`config.mk`:
```
export PLATFORM = sky130hd
export DESIGN_NAME = cmt_timer
export DESIGN_NICKNAME = d
export VERILOG_FILES = /design/src/cmt_pkg.sv /design/src/cmt_edge_sync.sv /design/src/cmt_half.sv /design/src/cmt_timer.sv
export SDC_FILE = /design/constraint.sdc
export NUM_CORES = 1
export LEC_CHECK = 0
export ABC_AREA = 1
export BUFFER_PORTS_ARGS = -buffer_cell sky130_fd_sc_hd__buf_4
export CORE_UTILIZATION = 55
export CTS_CLUSTER_SIZE = 16
export DETAILED_ROUTE_END_ITERATION = 10
export GPL_ROUTABILITY_DRIVEN = 0
export HOLD_SLACK_MARGIN = 0.12
export PLACE_DENSITY = 0.74
export SETUP_SLACK_MARGIN = 0.5
export SYNTH_ARGS = -nofsm -noshare
export SYNTH_HDL_FRONTEND = slang
export SYNTH_SLANG_ARGS = --single-unit
```
`constraint.sdc`:
```
create_clock -name clk_i -period 3.78 [get_ports clk_i]
set_clock_uncertainty 0.05 [all_clocks]
set_input_delay 0.189 -clock clk_i [delete_from_list [all_inputs] [get_ports clk_i]]
set_output_delay 0.189 -clock clk_i [all_outputs]
set_load 0.01 [all_outputs]
```
`src/cmt_pkg.sv`:
```
package cmt_pkg;

    // Register byte addresses on the 8-bit peripheral bus.
    localparam logic [15:0] ADDR_CTRL = 16'hFFB6;
    localparam logic [15:0] ADDR_FLAGS = 16'hFFB7;
    localparam logic [15:0] ADDR_CNT_HI = 16'hFFB8;
    localparam logic [15:0] ADDR_CNT_LO = 16'hFFB9;
    localparam logic [15:0] ADDR_CMP_HI = 16'hFFBA;
    localparam logic [15:0] ADDR_CMP_LO = 16'hFFBB;

    // Reset values.
    localparam logic [7:0] CNT_RESET = 8'h00;
    localparam logic [7:0] CMP_RESET = 8'hFF;
    localparam logic [7:0] CTRL_RESET = 8'h00;
    localparam logic [7:0] FLAGS_RESET = 8'h00;
    localparam logic [7:0] BYTE_ONES = 8'hFF;

    // Read answers for the write-only control byte and unmapped addresses.
    localparam logic [7:0] CTRL_READ_VALUE = 8'hFF;
    localparam logic [7:0] UNMAPPED_READ_VALUE = 8'h00;

    // Field positions in timer_control.
    localparam int CTRL_UPPER_LEVEL = 7;
    localparam int CTRL_UPPER_SEL_MSB = 6;
    localparam int CTRL_UPPER_SEL_LO = 4;
    localparam int CTRL_LOWER_LEVEL = 3;
    localparam int CTRL_LOWER_SEL_MSB = 2;
    localparam int CTRL_LOWER_SEL_LO = 0;

    // Field positions in timer_flags_and_enables.
    localparam int FLG_UPPER_OVF = 7;
    localparam int FLG_UPPER_MATCH = 6;
    localparam int FLG_UPPER_OVIE = 5;
    localparam int FLG_UPPER_CLEAR = 4;
    localparam int FLG_LOWER_OVF = 3;
    localparam int FLG_LOWER_MATCH = 2;
    localparam int FLG_LOWER_OVIE = 1;
    localparam int FLG_LOWER_CLEAR = 0;
    localparam logic [7:0] FLG_STATUS_MASK = 8'hCC;

    // Internal clock selections in the two low bits of a clock-select field.
    localparam logic [1:0] SEL_DIV32 = 2'h0;
    localparam logic [1:0] SEL_DIV16 = 2'h1;
    localparam logic [1:0] SEL_DIV4 = 2'h2;
    localparam logic [1:0] SEL_DIV2 = 2'h3;

    // Prescaler taps: a divide-by-N tick fires when the low bits are all ones.
    localparam int PRE_WIDTH = 5;
    localparam logic [4:0] PRE_MASK_DIV2 = 5'h01;
    localparam logic [4:0] PRE_MASK_DIV4 = 5'h03;
    localparam logic [4:0] PRE_MASK_DIV16 = 5'h0F;
    localparam logic [4:0] PRE_MASK_DIV32 = 5'h1F;

    // One CPU bus access; rd and wr are one-cycle strobes.
    typedef struct packed {
        logic wr;
        logic rd;
        logic [15:0] addr;
        logic [7:0] wdata;
    } cmt_bus_req_s;

endpackage

```
`src/cmt_edge_sync.sv`:
```
`timescale 1ns/1ps
module cmt_edge_sync (
    input wire logic clk_i,
    input wire logic arst_n_i,
    input wire logic pin_i,
    input wire logic rising_i,
    output logic pulse_o
);
    // Two-stage synchroniser; only the second stage is looked at.
    logic meta_ff;
    logic sync_ff;
    // Previous synchronised level for edge detection.
    logic last_ff;

    // Synchroniser chain.
    always_ff @(posedge clk_i or negedge arst_n_i) begin
        if (!arst_n_i) begin
            meta_ff <= 1'b0;
            sync_ff <= 1'b0;
            last_ff <= 1'b0;
        end else begin
            meta_ff <= pin_i;
            sync_ff <= meta_ff;
            last_ff <= sync_ff;
        end
    end

    // One-cycle count enable on the chosen edge.
    // single-cycle edge pulse
    always_ff @(posedge clk_i or negedge arst_n_i) begin
        if (!arst_n_i) begin
            pulse_o <= 1'b0;
        end else if (rising_i) begin
            pulse_o <= sync_ff & ~last_ff;
        end else begin
            pulse_o <= ~sync_ff & last_ff;
        end
    end
endmodule

```
`src/cmt_half.sv`:
```
`timescale 1ns/1ps
module cmt_half (
    input wire logic clk_i,
    input wire logic arst_n_i,
    input wire logic load_i,
    input wire logic [7:0] load_val_i,
    input wire logic clr_i,
    input wire logic inc_i,
    output logic [7:0] count_o
);
    import cmt_pkg::*;

    // One 8-bit counter half: CPU load beats clear, clear beats increment.
    // counter resets to zero
    always_ff @(posedge clk_i or negedge arst_n_i) begin
        if (!arst_n_i) begin
            count_o <= CNT_RESET;
        end else if (load_i) begin
            count_o <= load_val_i;
        end else if (clr_i) begin
            count_o <= CNT_RESET;
        end else if (inc_i) begin
            count_o <= count_o + 8'h01;
        end
    end
endmodule

```
`src/cmt_timer.sv`:
```
// Summary of operation
// - Wide counter is two cascaded byte counters.
// - Reset clears both counter halves.
// - Reset sets both compare bytes to ones.
// - Upper select MSB zero: cascade on overflow.
// - Wide wrap sets upper overflow, optional request.
// - Wide match sets upper match flag, request.
// - Upper select MSB one: two separate counters.
// - Byte wrap sets that half's overflow flag.
// - Byte match sets that half's match flag.
// - Wide clear on match only when enabled.
// - Byte clear on match only when enabled.
// - Compare match inverts the toggle pin.
// - Control bit 7 forces upper pin level.
// - Control bit 3 forces lower pin level.
// - Upper select picks prescaled system clock tap.
// - Lower select picks event pin or tap.
// - Event edge polarity comes from outside input.
// - Control is write-only, resets to zero.
// - Wide mode transfers use the byte latch.
// - Upper write latched; lower write commits both.
// - Upper counter read captures lower into latch.
// - Flags cleared by writing zero after one.
`timescale 1ns/1ps
module cmt_timer (
    input wire logic clk_i,
    input wire logic arst_n_i,
    input wire cmt_pkg::cmt_bus_req_s bus_req_i,
    input wire logic event_count_pin_i,
    input wire logic event_edge_select_i,
    output logic [7:0] rdata_o,
    output logic upper_toggle_pin_o,
    output logic lower_toggle_pin_o,
    output logic upper_irq_request_o,
    output logic lower_irq_request_o
);
    import cmt_pkg::*;

    // Software-visible state.
    logic [7:0] ctrl_ff; // timer_control, never read back.
    logic [7:0] flags_ff; // timer_flags_and_enables.
    logic [7:0] armed_ff; // Flags that were read as one.
    logic [7:0] cmp_hi_ff; // compare_upper_byte.
    logic [7:0] cmp_lo_ff; // compare_lower_byte.
    logic [7:0] temp_ff; // Shared byte latch for wide transfers.
    logic [PRE_WIDTH-1:0] pre_ff; // Free-running prescaler.
    logic hi_eq_ff; // Equality seen last cycle, for match edges.
    logic lo_eq_ff;

    // Counter halves and event enable.
    logic [7:0] cnt_hi;
    logic [7:0] cnt_lo;
    logic ev_pulse;

    // Decoded strobes.
    logic wr_ctrl, wr_flags, wr_cnt_hi, wr_cnt_lo, wr_cmp_hi, wr_cmp_lo;
    logic rd_flags, rd_cnt_hi;
    logic mode8;
    logic lo_tick, hi_tick8;
    logic hi_inc, lo_inc, hi_clr, lo_clr, hi_ld, lo_ld;
    logic [7:0] hi_ld_val, lo_ld_val;
    logic wide_eq, hi_eq, lo_eq, hi_mev, lo_mev, hi_ov, lo_ov, lo_wrap;

    // Picks a prescaler tap; the tap is a one-cycle enable, not a clock.
    function automatic logic sel_tick(input logic [1:0] sel, input logic [PRE_WIDTH-1:0] pre);
        logic [PRE_WIDTH-1:0] mask;
        mask = PRE_MASK_DIV2;
        case (sel)
            SEL_DIV32: mask = PRE_MASK_DIV32;
            SEL_DIV16: mask = PRE_MASK_DIV16;
            SEL_DIV4: mask = PRE_MASK_DIV4;
            default: mask = PRE_MASK_DIV2;
        endcase
        sel_tick = ((pre & mask) == mask);
    endfunction

    // Address decode; an unmapped address is ignored on write.
    always_comb begin
        wr_ctrl = 1'b0;
        wr_flags = 1'b0;
        wr_cnt_hi = 1'b0;
        wr_cnt_lo = 1'b0;
        wr_cmp_hi = 1'b0;
        wr_cmp_lo = 1'b0;
        if (bus_req_i.addr == ADDR_CTRL) begin
            wr_ctrl = bus_req_i.wr;
        end else if (bus_req_i.addr == ADDR_FLAGS) begin
            wr_flags = bus_req_i.wr;
        end else if (bus_req_i.addr == ADDR_CNT_HI) begin
            wr_cnt_hi = bus_req_i.wr;
        end else if (bus_req_i.addr == ADDR_CNT_LO) begin
            wr_cnt_lo = bus_req_i.wr;
        end else if (bus_req_i.addr == ADDR_CMP_HI) begin
            wr_cmp_hi = bus_req_i.wr;
        end else if (bus_req_i.addr == ADDR_CMP_LO) begin
            wr_cmp_lo = bus_req_i.wr;
        end
    end
    assign rd_flags = bus_req_i.rd && (bus_req_i.addr == ADDR_FLAGS);
    assign rd_cnt_hi = bus_req_i.rd && (bus_req_i.addr == ADDR_CNT_HI);

    assign mode8 = ctrl_ff[CTRL_UPPER_SEL_MSB];

    // Free-running prescaler for the internal taps.
    always_ff @(posedge clk_i or negedge arst_n_i) begin
        if (!arst_n_i) begin
            pre_ff <= '0;
        end else begin
            pre_ff <= pre_ff + 5'h01;
        end
    end

    cmt_edge_sync u_event (
        .clk_i(clk_i),
        .arst_n_i(arst_n_i),
        .pin_i(event_count_pin_i),
        .rising_i(event_edge_select_i),
        .pulse_o(ev_pulse)
    );

    assign lo_tick = ctrl_ff[CTRL_LOWER_SEL_MSB]
        ? sel_tick(ctrl_ff[CTRL_LOWER_SEL_LO+1:CTRL_LOWER_SEL_LO], pre_ff) : ev_pulse;
    assign hi_tick8 = sel_tick(ctrl_ff[CTRL_UPPER_SEL_LO+1:CTRL_UPPER_SEL_LO], pre_ff);

    // Comparators run every cycle, not only on count ticks.
    // wide comparison
    assign wide_eq = ({cnt_hi, cnt_lo} == {cmp_hi_ff, cmp_lo_ff});
    assign hi_eq = mode8 ? (cnt_hi == cmp_hi_ff) : wide_eq;
    assign lo_eq = mode8 && (cnt_lo == cmp_lo_ff);
    // A match event is the first cycle of equality, so a slow tap toggles once.
    assign hi_mev = hi_eq && !hi_eq_ff;
    assign lo_mev = lo_eq && !lo_eq_ff;

    // Clear on the tick that would leave the matching value.
    // wide clear when enabled
    assign lo_clr = mode8 ? (flags_ff[FLG_LOWER_CLEAR] && lo_eq && lo_tick)
        : (flags_ff[FLG_UPPER_CLEAR] && wide_eq && lo_tick);
    assign hi_clr = mode8 ? (flags_ff[FLG_UPPER_CLEAR] && hi_eq && hi_tick8) : lo_clr;

    assign lo_inc = lo_tick;
    assign lo_wrap = lo_inc && (cnt_lo == BYTE_ONES);
    assign hi_inc = mode8 ? hi_tick8 : lo_wrap;

    assign hi_ov = hi_inc && !hi_clr && !hi_ld && (cnt_hi == BYTE_ONES);
    assign lo_ov = mode8 && lo_wrap && !lo_clr && !lo_ld;

    // CPU loads of the counter halves.
    // wide writes via latch
    assign hi_ld = mode8 ? wr_cnt_hi : wr_cnt_lo;
    assign hi_ld_val = mode8 ? bus_req_i.wdata : temp_ff;
    assign lo_ld = wr_cnt_lo;
    assign lo_ld_val = bus_req_i.wdata;

    cmt_half u_hi (
        .clk_i(clk_i),
        .arst_n_i(arst_n_i),
        .load_i(hi_ld),
        .load_val_i(hi_ld_val),
        .clr_i(hi_clr),
        .inc_i(hi_inc),
        .count_o(cnt_hi)
    );

    cmt_half u_lo (
        .clk_i(clk_i),
        .arst_n_i(arst_n_i),
        .load_i(lo_ld),
        .load_val_i(lo_ld_val),
        .clr_i(lo_clr),
        .inc_i(lo_inc),
        .count_o(cnt_lo)
    );

    // Control register; the mode takes effect on the next cycle.
    // write-only, resets to zero
    always_ff @(posedge clk_i or negedge arst_n_i) begin
        if (!arst_n_i) begin
            ctrl_ff <= CTRL_RESET;
        end else if (wr_ctrl) begin
            ctrl_ff <= bus_req_i.wdata;
        end
    end

    // Compare bytes, direct in byte mode, paired through the latch otherwise.
    // compare resets to ones
    always_ff @(posedge clk_i or negedge arst_n_i) begin
        if (!arst_n_i) begin
            cmp_hi_ff <= CMP_RESET;
            cmp_lo_ff <= CMP_RESET;
        end else begin
            if (mode8 && wr_cmp_hi) begin
                cmp_hi_ff <= bus_req_i.wdata;
            end else if (!mode8 && wr_cmp_lo) begin
                cmp_hi_ff <= temp_ff;
            end
            if (wr_cmp_lo) begin
                cmp_lo_ff <= bus_req_i.wdata;
            end
        end
    end

    // Shared byte latch; only used in wide mode.
    always_ff @(posedge clk_i or negedge arst_n_i) begin
        if (!arst_n_i) begin
            temp_ff <= CNT_RESET;
        end else if (!mode8 && (wr_cnt_hi || wr_cmp_hi)) begin
            temp_ff <= bus_req_i.wdata;
        end else if (!mode8 && rd_cnt_hi) begin
            temp_ff <= cnt_lo;
        end
    end

    // Read data, registered; the answer appears one cycle after the strobe.
    always_ff @(posedge clk_i or negedge arst_n_i) begin
        if (!arst_n_i) begin
            rdata_o <= UNMAPPED_READ_VALUE;
        end else if (bus_req_i.rd) begin
            if (bus_req_i.addr == ADDR_CTRL) begin
                rdata_o <= CTRL_READ_VALUE;
            end else if (bus_req_i.addr == ADDR_FLAGS) begin
                rdata_o <= flags_ff;
            end else if (bus_req_i.addr == ADDR_CNT_HI) begin
                rdata_o <= cnt_hi;
            end else if (bus_req_i.addr == ADDR_CNT_LO) begin
                rdata_o <= mode8 ? cnt_lo : temp_ff;
            end else if (bus_req_i.addr == ADDR_CMP_HI) begin
                rdata_o <= cmp_hi_ff;
            end else if (bus_req_i.addr == ADDR_CMP_LO) begin
                rdata_o <= cmp_lo_ff;
            end else begin
                rdata_o <= UNMAPPED_READ_VALUE;
            end
        end
    end

    // Remembers which flags software has seen set; a write disarms them.
    always_ff @(posedge clk_i or negedge arst_n_i) begin
        if (!arst_n_i) begin
            armed_ff <= FLAGS_RESET;
        end else if (rd_flags) begin
            armed_ff <= flags_ff & FLG_STATUS_MASK;
        end else if (wr_flags) begin
            armed_ff <= FLAGS_RESET;
        end
    end

    // Status flags and enables; a hardware set beats a software clear.
    // clear only after read
    always_ff @(posedge clk_i or negedge arst_n_i) begin
        if (!arst_n_i) begin
            flags_ff <= FLAGS_RESET;
        end else begin
            if (wr_flags) begin
                flags_ff <= (bus_req_i.wdata & ~FLG_STATUS_MASK)
                    | (flags_ff & FLG_STATUS_MASK & ~(armed_ff & ~bus_req_i.wdata));
            end
            if (hi_ov) begin
                flags_ff[FLG_UPPER_OVF] <= 1'b1;
            end
            if (hi_mev) begin
                flags_ff[FLG_UPPER_MATCH] <= 1'b1;
            end
            if (lo_ov) begin
                flags_ff[FLG_LOWER_OVF] <= 1'b1;
            end
            if (lo_mev) begin
                flags_ff[FLG_LOWER_MATCH] <= 1'b1;
            end
        end
    end

    // Edge memory for match events.
    always_ff @(posedge clk_i or negedge arst_n_i) begin
        if (!arst_n_i) begin
            hi_eq_ff <= 1'b0;
            lo_eq_ff <= 1'b0;
        end else begin
            hi_eq_ff <= hi_eq;
            lo_eq_ff <= lo_eq;
        end
    end

    // Request pulses into the outside request latches; match needs no enable.
    always_ff @(posedge clk_i or negedge arst_n_i) begin
        if (!arst_n_i) begin
            upper_irq_request_o <= 1'b0;
            lower_irq_request_o <= 1'b0;
        end else begin
            upper_irq_request_o <= (hi_ov && flags_ff[FLG_UPPER_OVIE]) || hi_mev;
            lower_irq_request_o <= (lo_ov && flags_ff[FLG_LOWER_OVIE]) || lo_mev;
        end
    end

    // Toggle pins; a control write wins over a match in the same cycle.
    always_ff @(posedge clk_i or negedge arst_n_i) begin
        if (!arst_n_i) begin
            upper_toggle_pin_o <= 1'b0;
            lower_toggle_pin_o <= 1'b0;
        end else if (wr_ctrl) begin
            upper_toggle_pin_o <= bus_req_i.wdata[CTRL_UPPER_LEVEL];
            lower_toggle_pin_o <= bus_req_i.wdata[CTRL_LOWER_LEVEL];
        end else begin
            upper_toggle_pin_o <= upper_toggle_pin_o ^ hi_mev;
            lower_toggle_pin_o <= lower_toggle_pin_o ^ lo_mev;
        end
    end

    a_upper_level_write: assert property (@(posedge clk_i) disable iff (!arst_n_i)
        wr_ctrl |=> upper_toggle_pin_o == $past(bus_req_i.wdata[CTRL_UPPER_LEVEL]))
        else $error("upper pin level not forced");
    a_lower_level_write: assert property (@(posedge clk_i) disable iff (!arst_n_i)
        wr_ctrl |=> lower_toggle_pin_o == $past(bus_req_i.wdata[CTRL_LOWER_LEVEL]))
        else $error("lower pin level not forced");
    a_match_toggles_pin: assert property (@(posedge clk_i) disable iff (!arst_n_i)
        (hi_mev && !wr_ctrl) |=> upper_toggle_pin_o != $past(upper_toggle_pin_o))
        else $error("upper pin did not toggle on match");
    a_wide_match_request: assert property (@(posedge clk_i) disable iff (!arst_n_i)
        (!mode8 && hi_mev) |=> upper_irq_request_o && flags_ff[FLG_UPPER_MATCH])
        else $error("wide match missed flag or request");
    a_wide_ovf_flag: assert property (@(posedge clk_i) disable iff (!arst_n_i)
        (!mode8 && hi_ov) |=> flags_ff[FLG_UPPER_OVF] && cnt_hi == 8'h00)
        else $error("wide overflow not flagged");
    a_lower_ovf_request: assert property (@(posedge clk_i) disable iff (!arst_n_i)
        (lo_ov && flags_ff[FLG_LOWER_OVIE]) |=> lower_irq_request_o && flags_ff[FLG_LOWER_OVF])
        else $error("lower overflow request missing");
    a_wide_clear_match: assert property (@(posedge clk_i) disable iff (!arst_n_i)
        (!mode8 && lo_clr && !wr_cnt_lo) |=> {cnt_hi, cnt_lo} == 16'h0000)
        else $error("wide counter not cleared on match");
    a_cascade_count: assert property (@(posedge clk_i) disable iff (!arst_n_i)
        (!mode8 && lo_wrap && !lo_clr && !wr_cnt_lo) |=> cnt_hi == 8'($past(cnt_hi) + 8'h01))
        else $error("upper half did not follow lower wrap");
    a_latched_commit: assert property (@(posedge clk_i) disable iff (!arst_n_i)
        (!mode8 && wr_cnt_lo) |=> cnt_hi == $past(temp_ff) && cnt_lo == $past(bus_req_i.wdata))
        else $error("wide write did not commit both bytes");
    a_flag_one_write: assert property (@(posedge clk_i) disable iff (!arst_n_i)
        (wr_flags && !flags_ff[FLG_UPPER_OVF] && !hi_ov) |=> !flags_ff[FLG_UPPER_OVF])
        else $error("software set a status flag");
endmodule

```
### Yosys cells after proc, flatten, opt, wreduce, memory -nomap -nowiden

Index checks and enable logic that the tools add are counted.

| storage, ports and cells | value |
|---|---|
| bits in registers | 86 |
| bits of input ports | 30 |
| output and inout port bits | 12 |
| word-level logic and storage cells | 159 |

| cells by class | value |
|---|---|
| add/sub/neg operators | 3 |
| equal/unequal tests | 17 |
| mux-type cells | 57 |
| bitwise logic cells | 13 |
| reduce and logical (&&, ||, !) cells | 45 |

Operators with widths:

| cell | number |
|---|---|
| 8-bit two-way mux | 21 |
| 16-bit equality test, second input constant | 6 |
| 1-bit two-way mux | 34 |
| 5-bit one-hot mux with 3 select lines | 2 |
| 1-bit logical AND | 24 |
| 8-bit by 1-bit adder with 8-bit output, second input constant | 2 |
| 8-bit bitwise AND | 2 |
| 16-bit equality test | 1 |
| 8-bit equality test | 2 |
| 8-bit equality test, second input constant | 2 |
| 8-bit NOT | 2 |
| 2-bit nonzero test | 7 |
| 5-bit bitwise AND | 2 |
| 5-bit equality test | 2 |
| 6-bit by 8-bit OR with 8-bit output | 1 |
| 1-bit logical NOT | 7 |
| 3-bit nonzero test | 2 |
| 5-bit by 1-bit adder with 5-bit output, second input constant | 1 |
| 2-bit by 1-bit equality test with 1-bit output, second input constant | 2 |
| 2-bit equality test, second input constant | 2 |
| 2-bit logical NOT | 2 |
| 1-bit logical OR | 3 |
| 1-bit bitwise AND | 2 |
| 1-bit NOT | 2 |
| 1-bit XOR | 2 |

### Depth between registers and ports, before layout

| logic depth | value |
|---|---|
| depth in word-level cells | 14 |
| gate-level depth with buffers | 13 |
| mapped depth without buffers | 13 |

### Hierarchy

A second synthesis with hierarchy kept.

| unflattened totals | value |
|---|---|
| cells, all modules | 686 |
| area total of the unflattened synthesis | 5,046.1 µm² |

Modules (own cells, without submodules):

| module | instances | cells each | area each (µm²) | sequential area each (µm²) |
|---|---|---|---|---|
| cmt_timer | 1 | 536 | 3,854.9 | 1,546.5 |
| cmt_half | 2 | 70 | 533.0 | 200.2 |
| cmt_edge_sync | 1 | 10 | 125.1 | 100.1 |

### Least setup slack after synthesis

No wires, ideal clock.

| timing | value |
|---|---|
| path kind | reg-to-reg |
| from | register cmp_hi_ff[4] |
| to | register u_hi.count_o[3] |
| setup time | 0.117 ns |
| arrival | 1.477 ns |
| required time | 3.613 ns |
| slack | 2.136 ns |
| cell stages (with the launch flop) | 13 |
| buffers on the path | 1 |
| period minus slack after synthesis | 1.644 ns |
| cell sequence | dfstp_2 > inv_1 > nand2_1 > nand4_1 > nor2_1 > nand2_1 > nor2_2 > nand4_1 > buf_2 > nand3_1 > nand2_1 > nand2_1 > nand2_1 |

| between the ends | value |
|---|---|
| cells in the longest elaborated chain, start to end | 7 |
| elaborated cells on any way between the ends | 12 |
| classes of those cells | eq/ne (2); mux (5); reduce/logical (5) |

Ends and longest elaborated chain:

| item | RTL line | source |
|---|---|---|
| start: declaration | cmt_timer.sv:43 | `logic [7:0] cmp_hi_ff;` |
| start signal: assignment | cmt_timer.sv:192 | `cmp_hi_ff <= bus_req_i.wdata;` |
| start signal: assignment | cmt_timer.sv:194 | `cmp_hi_ff <= temp_ff;` |
| 16-bit equality test or 8-bit equality test (tied branches) | cmt_timer.sv:127, cmt_timer.sv:128 |  |
| 1-bit logical AND or 1-bit two-way mux (tied branches) | cmt_timer.sv:137, cmt_timer.sv:128 |  |
| 1-bit logical AND, on equally long branches | cmt_timer.sv:137, cmt_timer.sv:138 |  |
| 1-bit two-way mux or 1-bit logical AND (tied branches) | cmt_timer.sv:136, cmt_timer.sv:138 |  |
| 1-bit two-way mux * | cmt_timer.sv:138 | `assign hi_clr = mode8 ? (flags_ff[FLG_UPPER_CLEAR] && hi_eq && hi_tick8) : lo_clr;` |
| 8-bit two-way mux | cmt_half.sv:20 | `end else if (clr_i) begin` |
| 8-bit two-way mux | cmt_half.sv:18 | `end else if (load_i) begin` |
| end signal: assignment | cmt_half.sv:19 | `count_o <= load_val_i;` |
| end signal: assignment | cmt_half.sv:23 | `count_o <= count_o + 8'h01;` |
| end: declaration | cmt_half.sv:9 | `output logic [7:0] count_o` |

Every way passes the cells marked *; elsewhere a longest branch is shown, timed or not.
A chain may end at the register's enable or synchronous reset.

### Worst setup path in the final report

| timing | value |
|---|---|
| from | register ctrl_ff[6] |
| to | register u_hi.count_o[3] |

| between the ends | value |
|---|---|
| cells in the longest elaborated chain, start to end | 7 |
| elaborated cells on any way between the ends | 14 |
| classes of those cells | mux (8); reduce/logical (6) |

Ends and longest elaborated chain:

| item | RTL line | source |
|---|---|---|
| start: declaration | cmt_timer.sv:40 | `logic [7:0] ctrl_ff;` |
| start signal: assignment | cmt_timer.sv:180 | `ctrl_ff <= bus_req_i.wdata;` |
| 1-bit logical AND | cmt_timer.sv:129 | `assign lo_eq = mode8 && (cnt_lo == cmp_lo_ff);` |
| 1-bit logical AND (2 in a row) | cmt_timer.sv:136 | `assign lo_clr = mode8 ? (flags_ff[FLG_LOWER_CLEAR] && lo_eq && lo_tick)` |
| 1-bit two-way mux | cmt_timer.sv:136 |  |
| 1-bit two-way mux | cmt_timer.sv:138 |  |
| 8-bit two-way mux | cmt_half.sv:20 |  |
| 8-bit two-way mux | cmt_half.sv:18 |  |

Parallel ways exist; a longest one is shown, timed or not.

==> results.toml <==
[synthesis]
ys_warn_count = 0
synth.yosys.seq_area_share = 0.409
synth-seq-cells = 81
yosysTopAreaCell = "dfrtp_1"
avgSynthCellArea_um2 = 7.62
syn_nets = 689
synth_cell_types = 42
synth_cells = 656
syn_area_mm2 = 0.00500
yosysTopAreaCellShare = 0.325
synthTopCellsByArea = "dfrtp_1, nand2_1, dfstp_2"

[worst_setup_path]
cp_cell_sequence = "inv_2, nor2_1, nor2_1, nand4_1, nand3_1, nor2_2, nand2_1, nand2_1"
path_buf_inv = 1
worstSetupPathType = "reg -> reg"
worstPathRequired_ps = 3980
cp.depth = 8
cp-end-kind = "register"
cp_slowest_cell = "dfrtp_1"
r2r_cells = 8
path_max_fanout = 29
arrival_ps = 2530
critPathTopFamily = "simple AND/OR/NAND/NOR gates"
startpoint_type = "register"
slowest_delay_ps = 570

[clock_network]
clkSinkCount = 81
cts_buffer_depth = 2
cts-buffers-inserted = 9
clk_pin_slew_ps = 90
cts-root-buf = "clkbuf_8"
ctsHtreeMaxLevel = 3
clk_latency_ps = 370
cts_tree = "done"
post_cts_buffers = 0

[global_routing]
grt_pass1_wl_um = 23100
grt_use_total = 0.312
grt.overflow.total = 0
antenna_found_initial = 0
grt_pass1_vias = 4577
grt_max_degree = 82

[timing]
slew_viol_final = 0
fin_crit_sh = 0.618
setup_tns_ps = 0
post-route-min-period_ps = 2330
timing.fmax_mhz = 428
tightest_slew_ps = 1000
rsz0062_at_grt = "false"
hold_slack_ps = 219
relSlewSlack = 0.332
setup_viol = 0
finalHoldViolCount = 0

[routing]
vias_per_cell = 5.73
num_vias = 4650
drtIter0Drc = 378
drt_wl_total_um = 14100
ant_nets = 0
wl_per_cell_um = 17.4
drt_first_pass_iters = 5
drc = 0

[cells_and_area]
final_area_mm2 = 0.00569
final_common_cell = "nand2_1"
drive_above_1_share = 0.189
final_util = 0.649
final_cell_mix = "nand2_1, dfrtp_1, inv_1, o21ai_0, buf_4"
area_growth_pct = 13.7
fin_nets = 731
diodes = 0

[placed_design]
place_hpwl_um = 10500
portBuffers = 41
place_area_mm2 = 0.00532

[power_and_ir_drop]
power_density_mw_per_mm2 = 367
power_uw = 2080
vdd_drop_max_mv = 0.323
leakage_uw = 0.00275

[floorplanning]
core-area_mm2 = 0.00876
die_h_um = 97.3
pin_count = 42
rows = 34
initial_core_util = 0.571
dieArea_mm2 = 0.00948
die_x_um = 97.3

[hold_path]
whs_path_depth = 4
hold_path_class = "in -> reg"

[job]
cap_violations = 0

[status]
status = "complete, no violations"
## timing repair
item / in CTS / in global routing
gates resized for setup: 0 / 0
endpoints found under the hold margin: 78 / 0
setup endpoints to repair: 0 / 0
hold buffers: 11 / 0
## metal layers
metal	up-vias	GRT usage	routed length [um]	share of wire
li1	2217	-	-	-
met1	2158	0.424	5970	0.42
met2	237	0.487	6400	0.45
met3	38	0.0662	1260	0.089
met4	0	0.127	461	0.033
met5	-	0	0	0
## flip-flops by register name, indices dropped and copies added (netlist names), 4 cells and up
| name | flops |
|---|---|
| armed_ff | 4 |
| cmp_hi_ff | 8 |
| u_lo.count_o | 8 |
| rdata_o | 8 |
| ctrl_ff | 6 |
| u_hi.count_o | 8 |
| flags_ff | 8 |
| cmp_lo_ff | 8 |
| pre_ff | 5 |
| temp_ff | 8 |
## stage by stage
stage          setup WS, ps  cells
2_1_floorplan          2140    656
3_3_place_gp           1640    784
3_5_place_dp           1500    784
4_1_cts                1490    811
5_1_grt                1200    811
6_report               1450    811
## path summary, 6_finish.rpt
kind,slack (ps),endpoint,start
max in group asynchronous,2550,ctrl_ff[5],arst_n_i
min reg2reg,320,u_event.sync_ff,u_event.meta_ff
min in group asynchronous,470,armed_ff[7],arst_n_i
max reg2reg,1450,u_hi.count_o[3],ctrl_ff[6]
max,1450,u_hi.count_o[3],ctrl_ff[6]
min,220,u_lo.count_o[2],bus_req_i[25]
## final cells by class
cell class | count | area (um2)
fill | 789 | 3080
clock inverter | 6 | 115
inverter | 75 | 283
timing repair buffer | 52 | 418
clock buffer | 10 | 138
tap | 108 | 135
sequential | 81 | 2050
multi-input combinational | 479 | 2550
## Yosys cell counts (all sizes together)
master    n
clkbuf    5
a21oi    27
o21ai    79
nor2     49
nand4    14
o21bai    8
a32o      1
xor2     14
o211ai    6
dfrtp    65
nand2   202
nand3b    1
buf      16
inv      73
o21a      2
nand3    42
mux2      1
o22ai     7
a21boi    1
ha        3
nor3      8
xnor2     9
clkinv    2
or2       2
dfstp    16
a31oi     3
## kinds of logic (layout without fill, tap and decap cells)
family | count (synthesis) | count (layout) | synth area share
AOI/OAI and AO/OA | 134 | 134 | 0.150
xor gates and xnor gates | 23 | 23 | 0.0403
adders and majority gates | 3 | 3 | 0.00751
buffers and inverters | 96 | 143 | 0.0806
DFF | 81 | 81 | 0.409
muxes | 1 | 1 | 0.00225
and+or+nand+nor | 318 | 318 | 0.310
## worst reg2reg max path: stages (launching register included)
cell     delay, ps
dfrtp_1        570
inv_2          430
nor2_1          90
nor2_1         180
nand4_1        450
nand3_1        240
nor2_2         100
nand2_1         60
nand2_1         50
## power by group
group / leakage [uW] / switching [uW] / total [uW] / internal [uW]
Combinational: 0.00165 / 179 / 309 / 130
Sequential: 0.000981 / 68.3 / 976 / 907
Clock: 0.000123 / 341 / 800 / 459
Total: 0.00275 / 588 / 2080 / 1500
Note: power is estimated with default switching activity, not from simulation.
